File: src/shared/ifpa_params.svh
// Register offsets, field positions, reset values and timing counts for the flag/priority block.
`ifndef IFPA_PARAMS_SVH
`define IFPA_PARAMS_SVH
`define IFPA_OFF_FLAGS 12'h000
`define IFPA_OFF_PRIO 12'h004
`define IFPA_OFF_IRQ_STAT 12'h008
`define IFPA_OFF_IRQ_MASK 12'h00C
`define IFPA_OFF_CTRL 12'h010
`define IFPA_OFF_PIPE 12'h014
`define IFPA_BIT_CCP4 0
`define IFPA_BIT_CLC4 1
`define IFPA_FLAGS_MASK 8'h03
`define IFPA_PRIO_MASK 8'hEF
`define IFPA_PRIO_RESET 8'hEF
`define IFPA_NOOP_CYCLES 1
`define IFPA_BIT_GLOBAL_EN 0
`define IFPA_BIT_SRC_EN_CCP4 1
`define IFPA_BIT_SRC_EN_CLC4 2
`define IFPA_IST_VECTOR 0
`define IFPA_IST_ABORT 1
`define IFPA_IST_FLAG 2
`endif

File: src/shared/ifpa_pkg.sv
// Types shared by the flag/priority/abort block.
package ifpa_pkg;
  typedef enum logic [2:0] {
    IFPA_RUN = 3'b001,
    IFPA_ARMED = 3'b010,
    IFPA_NOOP = 3'b100
  } ifpa_state_t;
  typedef struct packed {
    logic clc4;
    logic ccp4;
  } ifpa_events_t;
  typedef struct packed {
    logic vector_req;
    logic forced_noop_cycle;
    logic resume;
  } ifpa_seq_t;
endpackage

File: src/hw/ifpa_ctrl.sv
// APB-reached flag and priority registers with the aborted-interrupt sequencer.
//
// Implementation choices: the APB interface to the registers and the address map.
`timescale 1ns/1ps
`include "ifpa_params.svh"
module ifpa_ctrl (
  input wire logic pclk,
  input wire logic presetn,
  input wire logic psel,
  input wire logic penable,
  input wire logic pwrite,
  input wire logic [11:0] paddr,
  input wire logic [31:0] pwdata,
  output logic [31:0] prdata,
  output logic pready,
  output logic pslverr,
  input wire ifpa_pkg::ifpa_events_t src_event,
  input wire logic instr_cycle,
  input wire logic last_before_vector,
  output ifpa_pkg::ifpa_seq_t seq_out,
  output logic [7:0] high_priority_pending,
  output logic irq
);
  import ifpa_pkg::*;

  logic [7:0] flags_reg;
  logic [7:0] prio_reg;
  logic [2:0] ctrl_reg;
  logic [2:0] irq_stat_reg;
  logic [2:0] irq_mask_reg;
  ifpa_state_t state_reg;
  ifpa_seq_t seq_reg;
  logic request;
  logic wr_en;
  logic rd_en;
  logic [7:0] evt_bits;
  logic [7:0] flags_next;
  logic abort_evt;
  logic vector_evt;
  logic flags_wr;
  logic prio_wr;

  function automatic logic hit(input logic [11:0] a, input logic [11:0] off);
    hit = (a == off);
  endfunction

  assign wr_en = psel && penable && pwrite;
  assign rd_en = psel && penable && !pwrite;
  assign pready = 1'b1;
  assign evt_bits = {6'h00, src_event.clc4, src_event.ccp4};
  // Register write decodes shared by the checks below.
  assign flags_wr = wr_en && hit(paddr, `IFPA_OFF_FLAGS);
  assign prio_wr = wr_en && hit(paddr, `IFPA_OFF_PRIO);

  // Pending request: flag, its source enable and the global enable all set.
  assign request = ctrl_reg[`IFPA_BIT_GLOBAL_EN] &&
    ((flags_reg[`IFPA_BIT_CCP4] && ctrl_reg[`IFPA_BIT_SRC_EN_CCP4]) ||
     (flags_reg[`IFPA_BIT_CLC4] && ctrl_reg[`IFPA_BIT_SRC_EN_CLC4]));

  // Unmapped addresses answer with an error so a stray access is visible.
  always_comb begin
    pslverr = 1'b0;
    if (psel && penable) begin
      pslverr = !(hit(paddr, `IFPA_OFF_FLAGS) || hit(paddr, `IFPA_OFF_PRIO) ||
        hit(paddr, `IFPA_OFF_IRQ_STAT) || hit(paddr, `IFPA_OFF_IRQ_MASK) ||
        hit(paddr, `IFPA_OFF_CTRL) || hit(paddr, `IFPA_OFF_PIPE));
    end
  end

  // Writes may only clear flags; set events win over a clearing write.
  always_comb begin
    flags_next = flags_reg;
    if (wr_en && hit(paddr, `IFPA_OFF_FLAGS)) begin
      flags_next = flags_reg & pwdata[7:0];
    end
    flags_next = (flags_next | evt_bits) & `IFPA_FLAGS_MASK;
  end

  always_ff @(posedge pclk or negedge presetn) begin
    if (!presetn) begin
      flags_reg <= 8'h00;
    end else begin
      flags_reg <= flags_next;
    end
  end

  // The hole at bit 4 is masked on write, so it can never read back as one.
  always_ff @(posedge pclk or negedge presetn) begin
    if (!presetn) begin
      prio_reg <= `IFPA_PRIO_RESET;
    end else if (wr_en && hit(paddr, `IFPA_OFF_PRIO)) begin
      prio_reg <= pwdata[7:0] & `IFPA_PRIO_MASK;
    end
  end

  always_ff @(posedge pclk or negedge presetn) begin
    if (!presetn) begin
      ctrl_reg <= 3'h0;
    end else if (wr_en && hit(paddr, `IFPA_OFF_CTRL)) begin
      ctrl_reg <= pwdata[2:0];
    end
  end

  // Sequencer: ARMED means the request was seen and vectoring follows the
  // instruction flagged as last. Losing the request then costs one noop.
  assign abort_evt = (state_reg == IFPA_ARMED) && instr_cycle && last_before_vector &&
    !request;
  assign vector_evt = (state_reg == IFPA_ARMED) && instr_cycle && last_before_vector &&
    request;

  always_ff @(posedge pclk or negedge presetn) begin
    if (!presetn) begin
      state_reg <= IFPA_RUN;
      seq_reg <= '0;
    end else begin
      seq_reg <= '0;
      case (state_reg)
        IFPA_RUN: begin
          if (instr_cycle && request) begin
            state_reg <= IFPA_ARMED;
          end
        end
        IFPA_ARMED: begin
          if (instr_cycle) begin
            if (last_before_vector) begin
              if (request) begin
                seq_reg.vector_req <= 1'b1;
                state_reg <= IFPA_RUN;
              end else begin
                seq_reg.forced_noop_cycle <= 1'b1;
                state_reg <= IFPA_NOOP;
              end
            end else if (!request) begin
              state_reg <= IFPA_RUN;
            end
          end
        end
        IFPA_NOOP: begin
          if (instr_cycle) begin
            seq_reg.resume <= 1'b1;
            state_reg <= IFPA_RUN;
          end else begin
            seq_reg.forced_noop_cycle <= 1'b1;
          end
        end
        default: begin
          state_reg <= IFPA_RUN;
        end
      endcase
    end
  end

  assign seq_out = seq_reg;

  // A registered view keeps the pending output free of decode glitches, at one cycle of lag.
  always_ff @(posedge pclk or negedge presetn) begin
    if (!presetn) begin
      high_priority_pending <= 8'h00;
    end else begin
      high_priority_pending <= prio_reg & {6'h00, flags_reg[1:0]};
    end
  end

  always_ff @(posedge pclk or negedge presetn) begin
    if (!presetn) begin
      irq_mask_reg <= 3'h0;
    end else if (wr_en && hit(paddr, `IFPA_OFF_IRQ_MASK)) begin
      irq_mask_reg <= pwdata[2:0];
    end
  end

  // Interrupt status: write one to clear, a new event in the same cycle wins.
  always_ff @(posedge pclk or negedge presetn) begin
    if (!presetn) begin
      irq_stat_reg <= 3'h0;
    end else begin
      irq_stat_reg <= (irq_stat_reg &
        ~((wr_en && hit(paddr, `IFPA_OFF_IRQ_STAT)) ? pwdata[2:0] : 3'h0)) |
        {|evt_bits, abort_evt, vector_evt};
    end
  end

  always_ff @(posedge pclk or negedge presetn) begin
    if (!presetn) begin
      irq <= 1'b0;
    end else begin
      irq <= |(irq_stat_reg & irq_mask_reg);
    end
  end

  always_comb begin
    prdata = 32'h0000_0000;
    if (rd_en) begin
      case (1'b1)
        hit(paddr, `IFPA_OFF_FLAGS): prdata = {24'h00_0000, flags_reg};
        hit(paddr, `IFPA_OFF_PRIO): prdata = {24'h00_0000, prio_reg};
        hit(paddr, `IFPA_OFF_IRQ_STAT): prdata = {29'h0000_0000, irq_stat_reg};
        hit(paddr, `IFPA_OFF_IRQ_MASK): prdata = {29'h0000_0000, irq_mask_reg};
        hit(paddr, `IFPA_OFF_CTRL): prdata = {29'h0000_0000, ctrl_reg};
        hit(paddr, `IFPA_OFF_PIPE): prdata = {29'h0000_0000, state_reg};
        default: prdata = 32'h0000_0000;
      endcase
    end
  end

  chk_event_sets_flag: assert property (@(posedge pclk) disable iff (!presetn)
    src_event.ccp4 |=> flags_reg[0]) else $error("ccp4 event did not set flag");
  chk_clc_flag_sets: assert property (@(posedge pclk) disable iff (!presetn)
    src_event.clc4 |=> flags_reg[1]) else $error("clc4 event did not set flag");
  chk_flag_no_selfclear: assert property (@(posedge pclk) disable iff (!presetn)
    flags_reg[0] && !(wr_en && hit(paddr, `IFPA_OFF_FLAGS)) |=> flags_reg[0])
    else $error("flag cleared without software write");
  chk_set_beats_clear: assert property (@(posedge pclk) disable iff (!presetn)
    wr_en && hit(paddr, `IFPA_OFF_FLAGS) && !pwdata[0] && src_event.ccp4 |=> flags_reg[0])
    else $error("set lost against clear");
  chk_unused_zero: assert property (@(posedge pclk) disable iff (!presetn)
    flags_reg[7:2] == 6'h00 && prio_reg[4] == 1'b0) else $error("unused bit not zero");
  chk_prio_write: assert property (@(posedge pclk) disable iff (!presetn)
    wr_en && hit(paddr, `IFPA_OFF_PRIO) |=> prio_reg == ($past(pwdata[7:0]) & 8'hEF))
    else $error("priority write not stored");
  chk_abort_one_noop: assert property (@(posedge pclk) disable iff (!presetn)
    abort_evt |=> seq_out.forced_noop_cycle && !seq_out.vector_req)
    else $error("abort did not give forced noop");
  chk_noop_then_resume: assert property (@(posedge pclk) disable iff (!presetn)
    state_reg == IFPA_NOOP && instr_cycle |=> seq_out.resume && state_reg == IFPA_RUN)
    else $error("forced noop did not resume");
  chk_early_no_noop: assert property (@(posedge pclk) disable iff (!presetn)
    state_reg == IFPA_ARMED && instr_cycle && !last_before_vector && !request
    |=> state_reg == IFPA_RUN && !seq_out.forced_noop_cycle)
    else $error("early withdrawal added a cycle");
  // The per-flag checks are alike for both implemented bits, so one loop makes them.
  for (genvar gi = 0; gi < 2; gi++) begin : g_flag_chk
    chk_flag_set_each: assert property (@(posedge pclk) disable iff (!presetn)
      evt_bits[gi] |=> flags_reg[gi])
      else $error("event did not set its flag");
    chk_flag_hold_each: assert property (@(posedge pclk) disable iff (!presetn)
      flags_reg[gi] && !(flags_wr && !pwdata[gi]) |=> flags_reg[gi])
      else $error("flag dropped without a clearing write");
    chk_flag_clear_each: assert property (@(posedge pclk) disable iff (!presetn)
      flags_wr && !pwdata[gi] && !evt_bits[gi] |=> !flags_reg[gi])
      else $error("clearing write did not clear flag");
    chk_flag_no_spurious: assert property (@(posedge pclk) disable iff (!presetn)
      !flags_reg[gi] |=> !flags_reg[gi] || $past(evt_bits[gi]))
      else $error("flag set without an event");
  end
  chk_flag_read_zero: assert property (@(posedge pclk) disable iff (!presetn)
    rd_en && hit(paddr, `IFPA_OFF_FLAGS) |-> prdata[31:2] == 30'h0000_0000 &&
    prdata[1:0] == flags_reg[1:0])
    else $error("flag read shows wrong bits");
  chk_prio_read_zero: assert property (@(posedge pclk) disable iff (!presetn)
    rd_en && hit(paddr, `IFPA_OFF_PRIO) |-> prdata[31:8] == 24'h00_0000 && !prdata[4])
    else $error("priority read shows unused bits");
  chk_prio_hold: assert property (@(posedge pclk) disable iff (!presetn)
    !prio_wr |=> $stable(prio_reg))
    else $error("priority changed without a write");
  chk_pending_view: assert property (@(posedge pclk) disable iff (!presetn)
    1'b1 |=> high_priority_pending == $past(prio_reg & {6'h00, flags_reg[1:0]}))
    else $error("pending view wrong");
  chk_seq_exclusive: assert property (@(posedge pclk) disable iff (!presetn)
    $onehot0(seq_out))
    else $error("sequencer pulses overlap");
  chk_state_legal: assert property (@(posedge pclk) disable iff (!presetn)
    $onehot(state_reg))
    else $error("sequencer state not one-hot");
  chk_noop_holds: assert property (@(posedge pclk) disable iff (!presetn)
    state_reg == IFPA_NOOP && !instr_cycle |=> seq_out.forced_noop_cycle &&
    !seq_out.resume && state_reg == IFPA_NOOP)
    else $error("forced noop left early");
  chk_vector_no_noop: assert property (@(posedge pclk) disable iff (!presetn)
    vector_evt |=> seq_out.vector_req && !seq_out.forced_noop_cycle)
    else $error("vector pulse wrong");
  chk_run_no_noop: assert property (@(posedge pclk) disable iff (!presetn)
    state_reg == IFPA_RUN |=> !seq_out.forced_noop_cycle)
    else $error("noop outside abort");
  chk_stat_flag_event: assert property (@(posedge pclk) disable iff (!presetn)
    |evt_bits |=> irq_stat_reg[`IFPA_IST_FLAG])
    else $error("event status bit not set");
  chk_irq_level: assert property (@(posedge pclk) disable iff (!presetn)
    1'b1 |=> irq == |$past(irq_stat_reg & irq_mask_reg))
    else $error("interrupt level wrong");
  cov_abort: cover property (@(posedge pclk) disable iff (!presetn) abort_evt);
  cov_noop_resume: cover property (@(posedge pclk) disable iff (!presetn)
    state_reg == IFPA_NOOP && instr_cycle);
  cov_vector: cover property (@(posedge pclk) disable iff (!presetn) vector_evt);
  cov_set_clear: cover property (@(posedge pclk) disable iff (!presetn)
    wr_en && hit(paddr, `IFPA_OFF_FLAGS) && src_event.ccp4);
endmodule

File: config.mk
export PLATFORM = sky130hd
export DESIGN_NAME = ifpa_ctrl
export DESIGN_NICKNAME = d
export VERILOG_FILES = /design/src/shared/ifpa_pkg.sv /design/src/hw/ifpa_ctrl.sv
export VERILOG_INCLUDE_DIRS = /design/src /design/src/shared
export SDC_FILE = /design/constraint.sdc
export NUM_CORES = 1
export LEC_CHECK = 0
export BUFFER_PORTS_ARGS = -buffer_cell sky130_fd_sc_hd__buf_4
export CORE_MARGIN = 8
export CORE_UTILIZATION = 40
export DETAILED_ROUTE_END_ITERATION = 10
export GPL_ROUTABILITY_DRIVEN = 0
export PLACE_DENSITY = 0.77
export SLEW_MARGIN = 40
export SYNTH_ARGS = -nofsm -noshare
export SYNTH_HDL_FRONTEND = slang
export SYNTH_SLANG_ARGS = --single-unit
File: constraint.sdc
create_clock -name pclk -period 1.97 [get_ports pclk]
set_clock_uncertainty 0.15 [all_clocks]
set_input_delay 0.394 -clock pclk [delete_from_list [all_inputs] [get_ports pclk]]
set_output_delay 0.394 -clock pclk [all_outputs]
set_load 0.1 [all_outputs]
==> out/metrics.yaml, run 1 <==
final_common_cell: "buf_4"
final_cell_mix: "buf_4 (56), conb_1 (32), dfrtp_1 (19)"
cp-start-kind: "input pin"
hold_path.class: "input pin to register"
max-cap-violations: 0
endpoint_kind: "primary output"
rsz0062_at_grt: "yes"
synth_warnings: 0
drt_pre_antenna_iters: 4
yosysUniqueCellTypes: 39
io_buffer_count: 41
grt_pass1_vias: 1544
syn_area_um2: 1730
fin_nets: 296
status: "finished with violations"
fin_crit_ns: 2.37
violations: "negative setup slack"
grt_max_degree: 28
pre_cts_slack_ns: -0.502
ys.flop_type: "dfrtp_1"
stdcell_count: 294
period_share: 1.20
clock_tree.root_cell: "clkbuf_8"
hold_slack_ns: 0.178
setup_violations: 12
drt_iter0_markers: 49
synth-edff-count: 0
dp_hpwl_mm: 3.58
avgSynthCellArea_um2: 10.1
die_y_um: 81.8
cts_inserted_buffers: 3
leakage_uw: 0.00117
syn_inst: 172
drt-total-wl_mm: 4.52
clockBufferDepth: 2
insertion_delay_ns: 0.27
p_per_area_nw_per_um2: 512
synthArstFlopShare: 1.00
cpPeakStageDelay_ns: 0.56
max_freq_mhz: 423
ant_nets: 0
avgViaCountPerCell: 4.88
ios: 99
dp_cells: 287
dr_total_vias: 1436
grt_pass1_wl_mm: 7.28
largest_reg_flops: 7
worstPathArrival_ns: 1.82
path_max_fanout: 4
path_clk_slew_ns: 0.09
initial_core_util: 0.406
critPathKind: "input pin to primary output"
dieArea_um2: 6690
syn_to_final_growth_pct: 46.8
drc: 0
grtUsageTotal: 0.136
antennaDiodeCount: 0
ys_seq_elements: 27
rows: 24
cts_tree: "done"
die_width_um: 81.8
wire_per_inst_um: 15.4
grt.overflow.total: 0
ir_worst_vdd_uv: 297
h-tree-depth: 1
n_fill_cell: 367
cp.required_ns: 1.43
design_area_um2: 2540
critPathSlowestCell: "or4_4"
yosysSeqAreaShare: 0.396
hold_viol_final: 0
core_area_um2: 4260
antenna_found_initial: 0
final_max_slew_viol_count: 0
clock_sinks: 27
final_layout_size_suffix_gt1_frac: 0.504
cp_cell_sequence: "buf_6, or4_4, nor3_4, a2bb2oi_2, a311oi_4, buf_12"
dpl-instance-area_um2: 2290
layout_setup_ws_ns: -0.396
[synthesized netlist by cell type, drive strengths merged (2+ instances only)]
| master | n | area [um2] |
|---|---|---|
| dfrtp | 19 | 475 |
| mux2 | 14 | 158 |
| or4 | 3 | 26.3 |
| o21ai | 2 | 10.0 |
| conb | 2 | 7.51 |
| nor2b | 3 | 18.8 |
| nand2 | 11 | 41.3 |
| a21oi | 2 | 10.0 |
| nor3 | 5 | 36.3 |
| dfstp | 8 | 210 |
| and2 | 7 | 43.8 |
| o41ai | 5 | 43.8 |
| a2bb2oi | 3 | 26.3 |
| mux2i | 7 | 70.1 |
| buf | 33 | 248 |
| clkbuf | 4 | 15.0 |
| nand2b | 4 | 25.0 |
| nor4 | 2 | 27.5 |
| inv | 2 | 7.51 |
| nand3 | 5 | 25.0 |
| o22ai | 2 | 12.5 |
| a22oi | 3 | 22.5 |
| nor2 | 14 | 55.1 |
[what timing repair did]
action | CTS | global route
setup endpoints to repair | 11 | 10
hold endpoints to repair | 19 | 0
setup buffers | 1 | 1
hold buffers | 1 | 0
pin swaps | 9 | 3
resized for setup | 31 | 7
[routing by layer]
layer | global-route usage | part of all wire
met5 | 0 | 0
met4 | 0.0175 | 0.0015
met3 | 0.0372 | 0.069
met2 | 0.261 | 0.55
met1 | 0.148 | 0.38
[cells by family after synthesis]
| kind of cell | synth area share |
|---|---|
| AOI/OAI and AO/OA | 0.0968 |
| and+or+nand+nor | 0.202 |
| buffers and inverters | 0.156 |
| DFF | 0.396 |
| other | 0.00434 |
| muxes | 0.145 |
[power by group]
part,switching (uW),total (uW),internal [uW]
clock network,160,302,141
registers,2.12,558,556
logic,352,443,90.4
[per-stage QoR]
| stage | total power, uW | util | TNS, ns |
|---|---|---|---|
| finish | 1300 | 0.596 | -2.45 |
| global route | 1360 | 0.596 | -3.04 |
| CTS | 1310 | 0.585 | -2.44 |
| detailed placement | 992 | 0.537 | -6.18 |
| global placement | 989 | 0.537 | -5.84 |
| floorplan | 936 | - | -4.14 |
[final timing paths]
| path | depth (start not counted) | start | endpoint | slack [ns] |
|---|---|---|---|---|
| worst max-delay path | 6 | paddr[5] | prdata[0] | -0.40 |
| worst min-delay path | 3 | src_event[1] | irq_stat_reg[2] | 0.18 |
| worst max register to register | 5 | flags_reg[0] | seq_out[1] | 0.20 |
| worst min register to register | 1 | ctrl_reg[1] | ctrl_reg[1] | 0.39 |
| max in group asynchronous | 2 | presetn | state_reg[0] | 0.93 |
| min in group asynchronous | 2 | presetn | irq | 0.43 |
[area by class of cell]
cell class | count | area [um2] | area share
inverters | 2 | 7.51 | 0.00295
multi-input cells | 136 | 1050 | 0.412
clock buffers | 3 | 41.3 | 0.0162
flip-flops and latches | 27 | 686 | 0.270
clock inverters | 1 | 5.00 | 0.00197
repair buffers | 73 | 689 | 0.271
well taps | 52 | 65.1 | 0.0256
[critical path, delay by kind of cell]
family / cells / cell delay, ns
and+or+nand+nor: 2 / 0.76
AOI/OAI and AO/OA: 2 / 0.35
buffers and inverters: 2 / 0.30
No activity file was read; power rests on OpenSTA's default activity.
==> run 2, diff against run 1 <==
--- a/config.mk
+++ b/config.mk
@@ -11,7 +11,7 @@
 export CORE_UTILIZATION = 40
 export DETAILED_ROUTE_END_ITERATION = 10
 export GPL_ROUTABILITY_DRIVEN = 0
-export PLACE_DENSITY = 0.77
+export PLACE_DENSITY = 0.74
 export SLEW_MARGIN = 40
 export SYNTH_ARGS = -nofsm -noshare
 export SYNTH_HDL_FRONTEND = slang
==> constraint.sdc (replaced) <==
create_clock -name pclk -period 3.1 [get_ports pclk]
set_clock_uncertainty 0.15 [all_clocks]
set_input_delay 0.62 -clock pclk [delete_from_list [all_inputs] [get_ports pclk]]
set_output_delay 0.62 -clock pclk [all_outputs]
set_load 0.1 [all_outputs]
==> out/metrics.yaml, run 2 (synthesis gave the netlist of run 1 again) <==
max-cap-violations: 0  # unchanged
ir_worst_vdd_uv: 149  # -50%
clockBufferDepth: 2  # unchanged
max_freq_mhz: 343
regArea_um2: 686  # unchanged
cts_resized: 0  # -100%
grt_pass1_wl_mm: 6.10  # -16%
path_clk_slew_ns: 0.09  # about the same
hold_path.class: "input pin to async pin"
dpl-instance-area_um2: 2040  # -11%
dr_total_vias: 1335  # -7.0%
drc: 0  # unchanged
die_width_um: 81.8  # unchanged
final_cell_mix: "buf_4 (46), conb_1 (32), dfrtp_1 (19)"
clock_sinks: 27  # unchanged
fin_crit_ns: 2.92
cp.required_ns: 2.33  # +0.90 ns
p_per_area_nw_per_um2: 387  # -24%
insertion_delay_ns: 0.27  # about the same
leakage_uw: 0.000969  # -17%
cp_num_buf_inv: 2  # unchanged
grtUsageTotal: 0.118  # -0.0183
largest_reg_flops: 7  # unchanged
cts_setup_buffers: 0  # -1
status: "finished, final reports clean"
design_area_um2: 2080  # -18%
cp_common_cell: "buf_4"
cts_hold_buffers: 0  # -1
drt_pre_antenna_iters: 4  # unchanged
dp_hpwl_mm: 3.30  # -7.9%
cts_tree: "done"
worstPathArrival_ns: 2.15  # +0.33 ns
drt_iter0_markers: 77  # +57%
r2r_cells: 4  # -1
avgViaCountPerCell: 5.00  # +2.4%
drt-total-wl_mm: 4.03  # -11%
rr_endpoint: "seq_out[1]"
critPathSlowestCell: "or4_4"
n_fill_cell: 422  # +15%
cp_cell_sequence: "buf_4, or4_4, or3_4, nor2_1, nor3_4, buf_4"
cpPeakStageDelay_ns: 0.55  # about the same
endpoint_kind: "primary output"
cp-start-kind: "input pin"
final_layout_size_suffix_gt1_frac: 0.386  # -0.118
fin_nets: 269  # -9.1%
reg2reg_slack_ns: 1.41  # +1.21 ns
ant_nets: 0  # unchanged
clock_tree.root_cell: "clkbuf_8"
period_share: 0.942
grt_pass1_vias: 1287  # -17%
critPathKind: "input pin to primary output"
ios: 99  # unchanged
r2r_start: "flags_reg[1]"
cp_top_family: "simple AND/OR/NAND/NOR gates"
final_common_cell: "buf_4"
multi_input_area_um2: 936  # -11%
path_max_fanout: 4  # unchanged
antenna_found_initial: 0  # unchanged
grt_max_degree: 28  # unchanged
wire_per_inst_um: 15.1  # -1.9%
h-tree-depth: 1  # unchanged
io_buffer_count: 41  # unchanged
syn_to_final_growth_pct: 20.4
dieArea_um2: 6690  # unchanged
antennaDiodeCount: 0  # unchanged
core_area_um2: 4260  # unchanged
setup_violations: 0  # -12
rsz0062_at_grt: "no"
cts_inserted_buffers: 3  # unchanged
die_y_um: 81.8  # unchanged
initial_core_util: 0.406  # unchanged
p_total_uw: 807  # -38%
grt.overflow.total: 0  # unchanged
hold_viol_final: 0  # unchanged
final_max_slew_viol_count: 0  # unchanged
rows: 24  # unchanged
==> run 2: cell count changes in the layout (fill, tap and decap cells not counted), sizes merged <==
cell | before | now
dlygate4sd3 | 1 | 0
clkbuf | 3 | 4
buf | 72 | 46
clkinv | 1 | 0
==> run 2: worst register-to-register path: stages (launching register included) <==
cell and delay, ns:
dfrtp_1 0.45, a22oi_1 0.20, nor2b_1 0.13, or4_1 0.57
o41ai_1 0.09
==> run 2: worst max path at each step <==
stage	cells after the start	endpoint	slack [ns]	start
2_1_floorplan	4	prdata[0]	-0.15	paddr[5]
3_3_place_gp	7	prdata[1]	0.20	paddr[5]
3_5_place_dp	6	prdata[1]	0.18	paddr[5]
4_1_cts	6	prdata[1]	0.17	paddr[5]
5_1_grt	7	prdata[1]	0.12	paddr[5]
6_report	6	prdata[1]	0.18	paddr[5]
==> run 2: layout make-up <==
| type | count | share of cell area |
|---|---|---|
| multi-input combinational | 136 | 0.449 |
| sequential | 27 | 0.329 |
| timing repair buffer | 46 | 0.166 |
| tap | 52 | 0.0312 |
| clock buffer | 4 | 0.0216 |
| inverter | 2 | 0.00360 |
==> run 2: where the power goes <==
| part | internal [uW] | switching [uW] |
|---|---|---|
| clock | 92.3 | 108 |
| combinational | 38.2 | 214 |
| sequential | 353 | 0.890 |
==> run 2: layer usage <==
layer  track usage  vias to the layer above  part of all wire
li1              -                      640                 -
met5             0                        -                 0
met2         0.196                       54              0.49
met4        0.0684                        0             0.018
met1         0.140                      637              0.39
met3        0.0208                        4             0.094
==> run 2: metrics by stage <==
| stage | TNS [ns] | hold WS, ns | std cells | utilization | setup slack, ns |
|---|---|---|---|---|---|
| after global placement | 0 | 0.357 | 263 | 0.478 | 0.197 |
| after global routing | 0 | 0.0964 | 267 | 0.489 | 0.119 |
| after CTS | 0 | 0.0994 | 267 | 0.489 | 0.174 |
| after detailed placement | 0 | 0.363 | 263 | 0.478 | 0.185 |
| after floorplan | -0.279 | 0.174 | 202 | - | -0.150 |
| final | 0 | 0.0879 | 267 | 0.489 | 0.181 |
==> run 3, diff against run 2 <==
--- a/config.mk
+++ b/config.mk
@@ -12,6 +12,8 @@
 export DETAILED_ROUTE_END_ITERATION = 10
 export GPL_ROUTABILITY_DRIVEN = 0
 export PLACE_DENSITY = 0.74
+export REMOVE_ABC_BUFFERS = 1
+export SETUP_SLACK_MARGIN = 0.5
 export SLEW_MARGIN = 40
 export SYNTH_ARGS = -nofsm -noshare
 export SYNTH_HDL_FRONTEND = slang
==> out/metrics.yaml, run 3 (synthesis gave the netlist of run 1 again) <==
cts_tree: "done"
setup_violations: 0  # unchanged
clockBufferDepth: 2  # unchanged
io_buffer_count: 41  # unchanged
final_layout_size_suffix_gt1_frac: 0.393  # +0.00648
cp-start-kind: "input pin"
path_max_fanout: 4  # unchanged
drt_pre_antenna_iters: 4  # unchanged
grt_pass1_wl_mm: 6.14  # +0.69%
hold_path.class: "input pin to async pin"
clock_tree.root_cell: "clkbuf_8"
endpoint_kind: "primary output"
final_max_slew_viol_count: 0  # unchanged
final_cell_mix: "buf_4 (39), conb_1 (32), dfrtp_1 (19)"
core_area_um2: 4260  # unchanged
fin_nets: 268  # -0.37%
dieArea_um2: 6690  # unchanged
die_y_um: 81.8  # unchanged
status: "finished, final reports clean"
syn_to_final_growth_pct: 21.4
cp-startpoint: "paddr[6]"
largest_reg_flops: 7  # unchanged
grtUsageTotal: 0.116  # -0.00244
h-tree-depth: 1  # unchanged
fin_crit_ns: 2.82  # -0.0958 ns
cts_hold_buffers: 0  # unchanged
leakage_uw: 0.000975  # +0.62%
cp.required_ns: 2.33  # about the same
drc: 0  # unchanged
max_freq_mhz: 354  # +3.4%
worstPathArrival_ns: 2.05  # -0.10 ns
grt_pass1_vias: 1322  # +2.7%
ir_worst_vdd_uv: 147  # -1.4%
critPathKind: "input pin to primary output"
dpl-instance-area_um2: 1980  # -3.1%
final_common_cell: "buf_4"
wire_per_inst_um: 15.2  # +0.43%
max-cap-violations: 0  # unchanged
clock_sinks: 27  # unchanged
reg2reg_slack_ns: 1.41  # about the same
drt-total-wl_mm: 4.03  # about the same
r2r_start: "flags_reg[0]"
antennaDiodeCount: 0  # unchanged
insertion_delay_ns: 0.27  # about the same
initial_core_util: 0.406  # unchanged
dr_total_vias: 1327  # -0.60%
path_clk_slew_ns: 0.08  # about the same
p_per_area_nw_per_um2: 380  # -1.7%
period_share: 0.911  # -0.0309
drt_iter0_markers: 65  # -16%
rsz0062_at_grt: "yes"
hold_slack_ns: 0.0985  # +0.0106 ns
die_width_um: 81.8  # unchanged
rr_endpoint: "seq_out[1]"
hold_viol_final: 0  # unchanged
ant_nets: 0  # unchanged
grt.overflow.total: 0  # unchanged
grt_max_degree: 28  # unchanged
dp_hpwl_mm: 3.14  # -4.6%
r2r_cells: 4  # unchanged
ios: 99  # unchanged
design_area_um2: 2100  # +0.84%
rows: 24  # unchanged
cts_inserted_buffers: 3  # unchanged
antenna_found_initial: 0  # unchanged
avgViaCountPerCell: 4.99  # -0.23%
## run 3: report_power, final
group,switching [uW],internal [uW]
clock,100,92.0
combinational,214,38.9
sequential,0.899,353
total,315,484
## run 3: worst max-delay path by stage
stage,cells after the start,slack [ns],end
after floorplan,4,-1.56,prdata[0]
after global placement,6,0.04,prdata[0]
after detailed placement,6,0.02,prdata[0]
after CTS,6,0.18,prdata[0]
after global routing,6,0.17,prdata[0]
final,6,0.28,prdata[0]
## run 3: area by class of cell
cell class	count	area, um2
Fill cell	410	2160
Multi-Input combinational cell	136	930
Sequential cell	27	686
Timing Repair Buffer	45	369
Tap cell	52	65.1
Clock buffer	4	45.0
Inverter	2	7.51
## run 3: per-layer routing
metal  vias up  track usage  routed length, um
met4         0       0.0491                 51
met2        52        0.183               1880
li1        634            -                  -
met1       635        0.142               1650
met3         6       0.0361                446
met5         -            0                  0
## run 3: timing repair
item                       in CTS  in global routing
pin swaps                       4                  4
setup endpoints to repair       7                  7
resized for setup               8                  9
setup buffers                   0                  1
## run 3: worst max-delay path: stages
cell and delay (ns):
buf_6 0.10, or4_4 0.56, nor3_4 0.19, a2bb2oi_2 0.09
a311oi_2 0.22, buf_6 0.27
## run 3: stage by stage
stage / setup TNS, ns / setup WS, ns / utilization / power [uW] / instances
3_3_place_gp: 0 / 0.0431 / 0.464 / 608 / 261
4_1_cts: 0 / 0.175 / 0.483 / 805 / 265
5_1_grt: 0 / 0.173 / 0.493 / 832 / 266
2_1_floorplan: -3.32 / -1.56 / - / 555 / 165
3_5_place_dp: 0 / 0.0158 / 0.464 / 609 / 261
6_report: 0 / 0.277 / 0.493 / 800 / 266
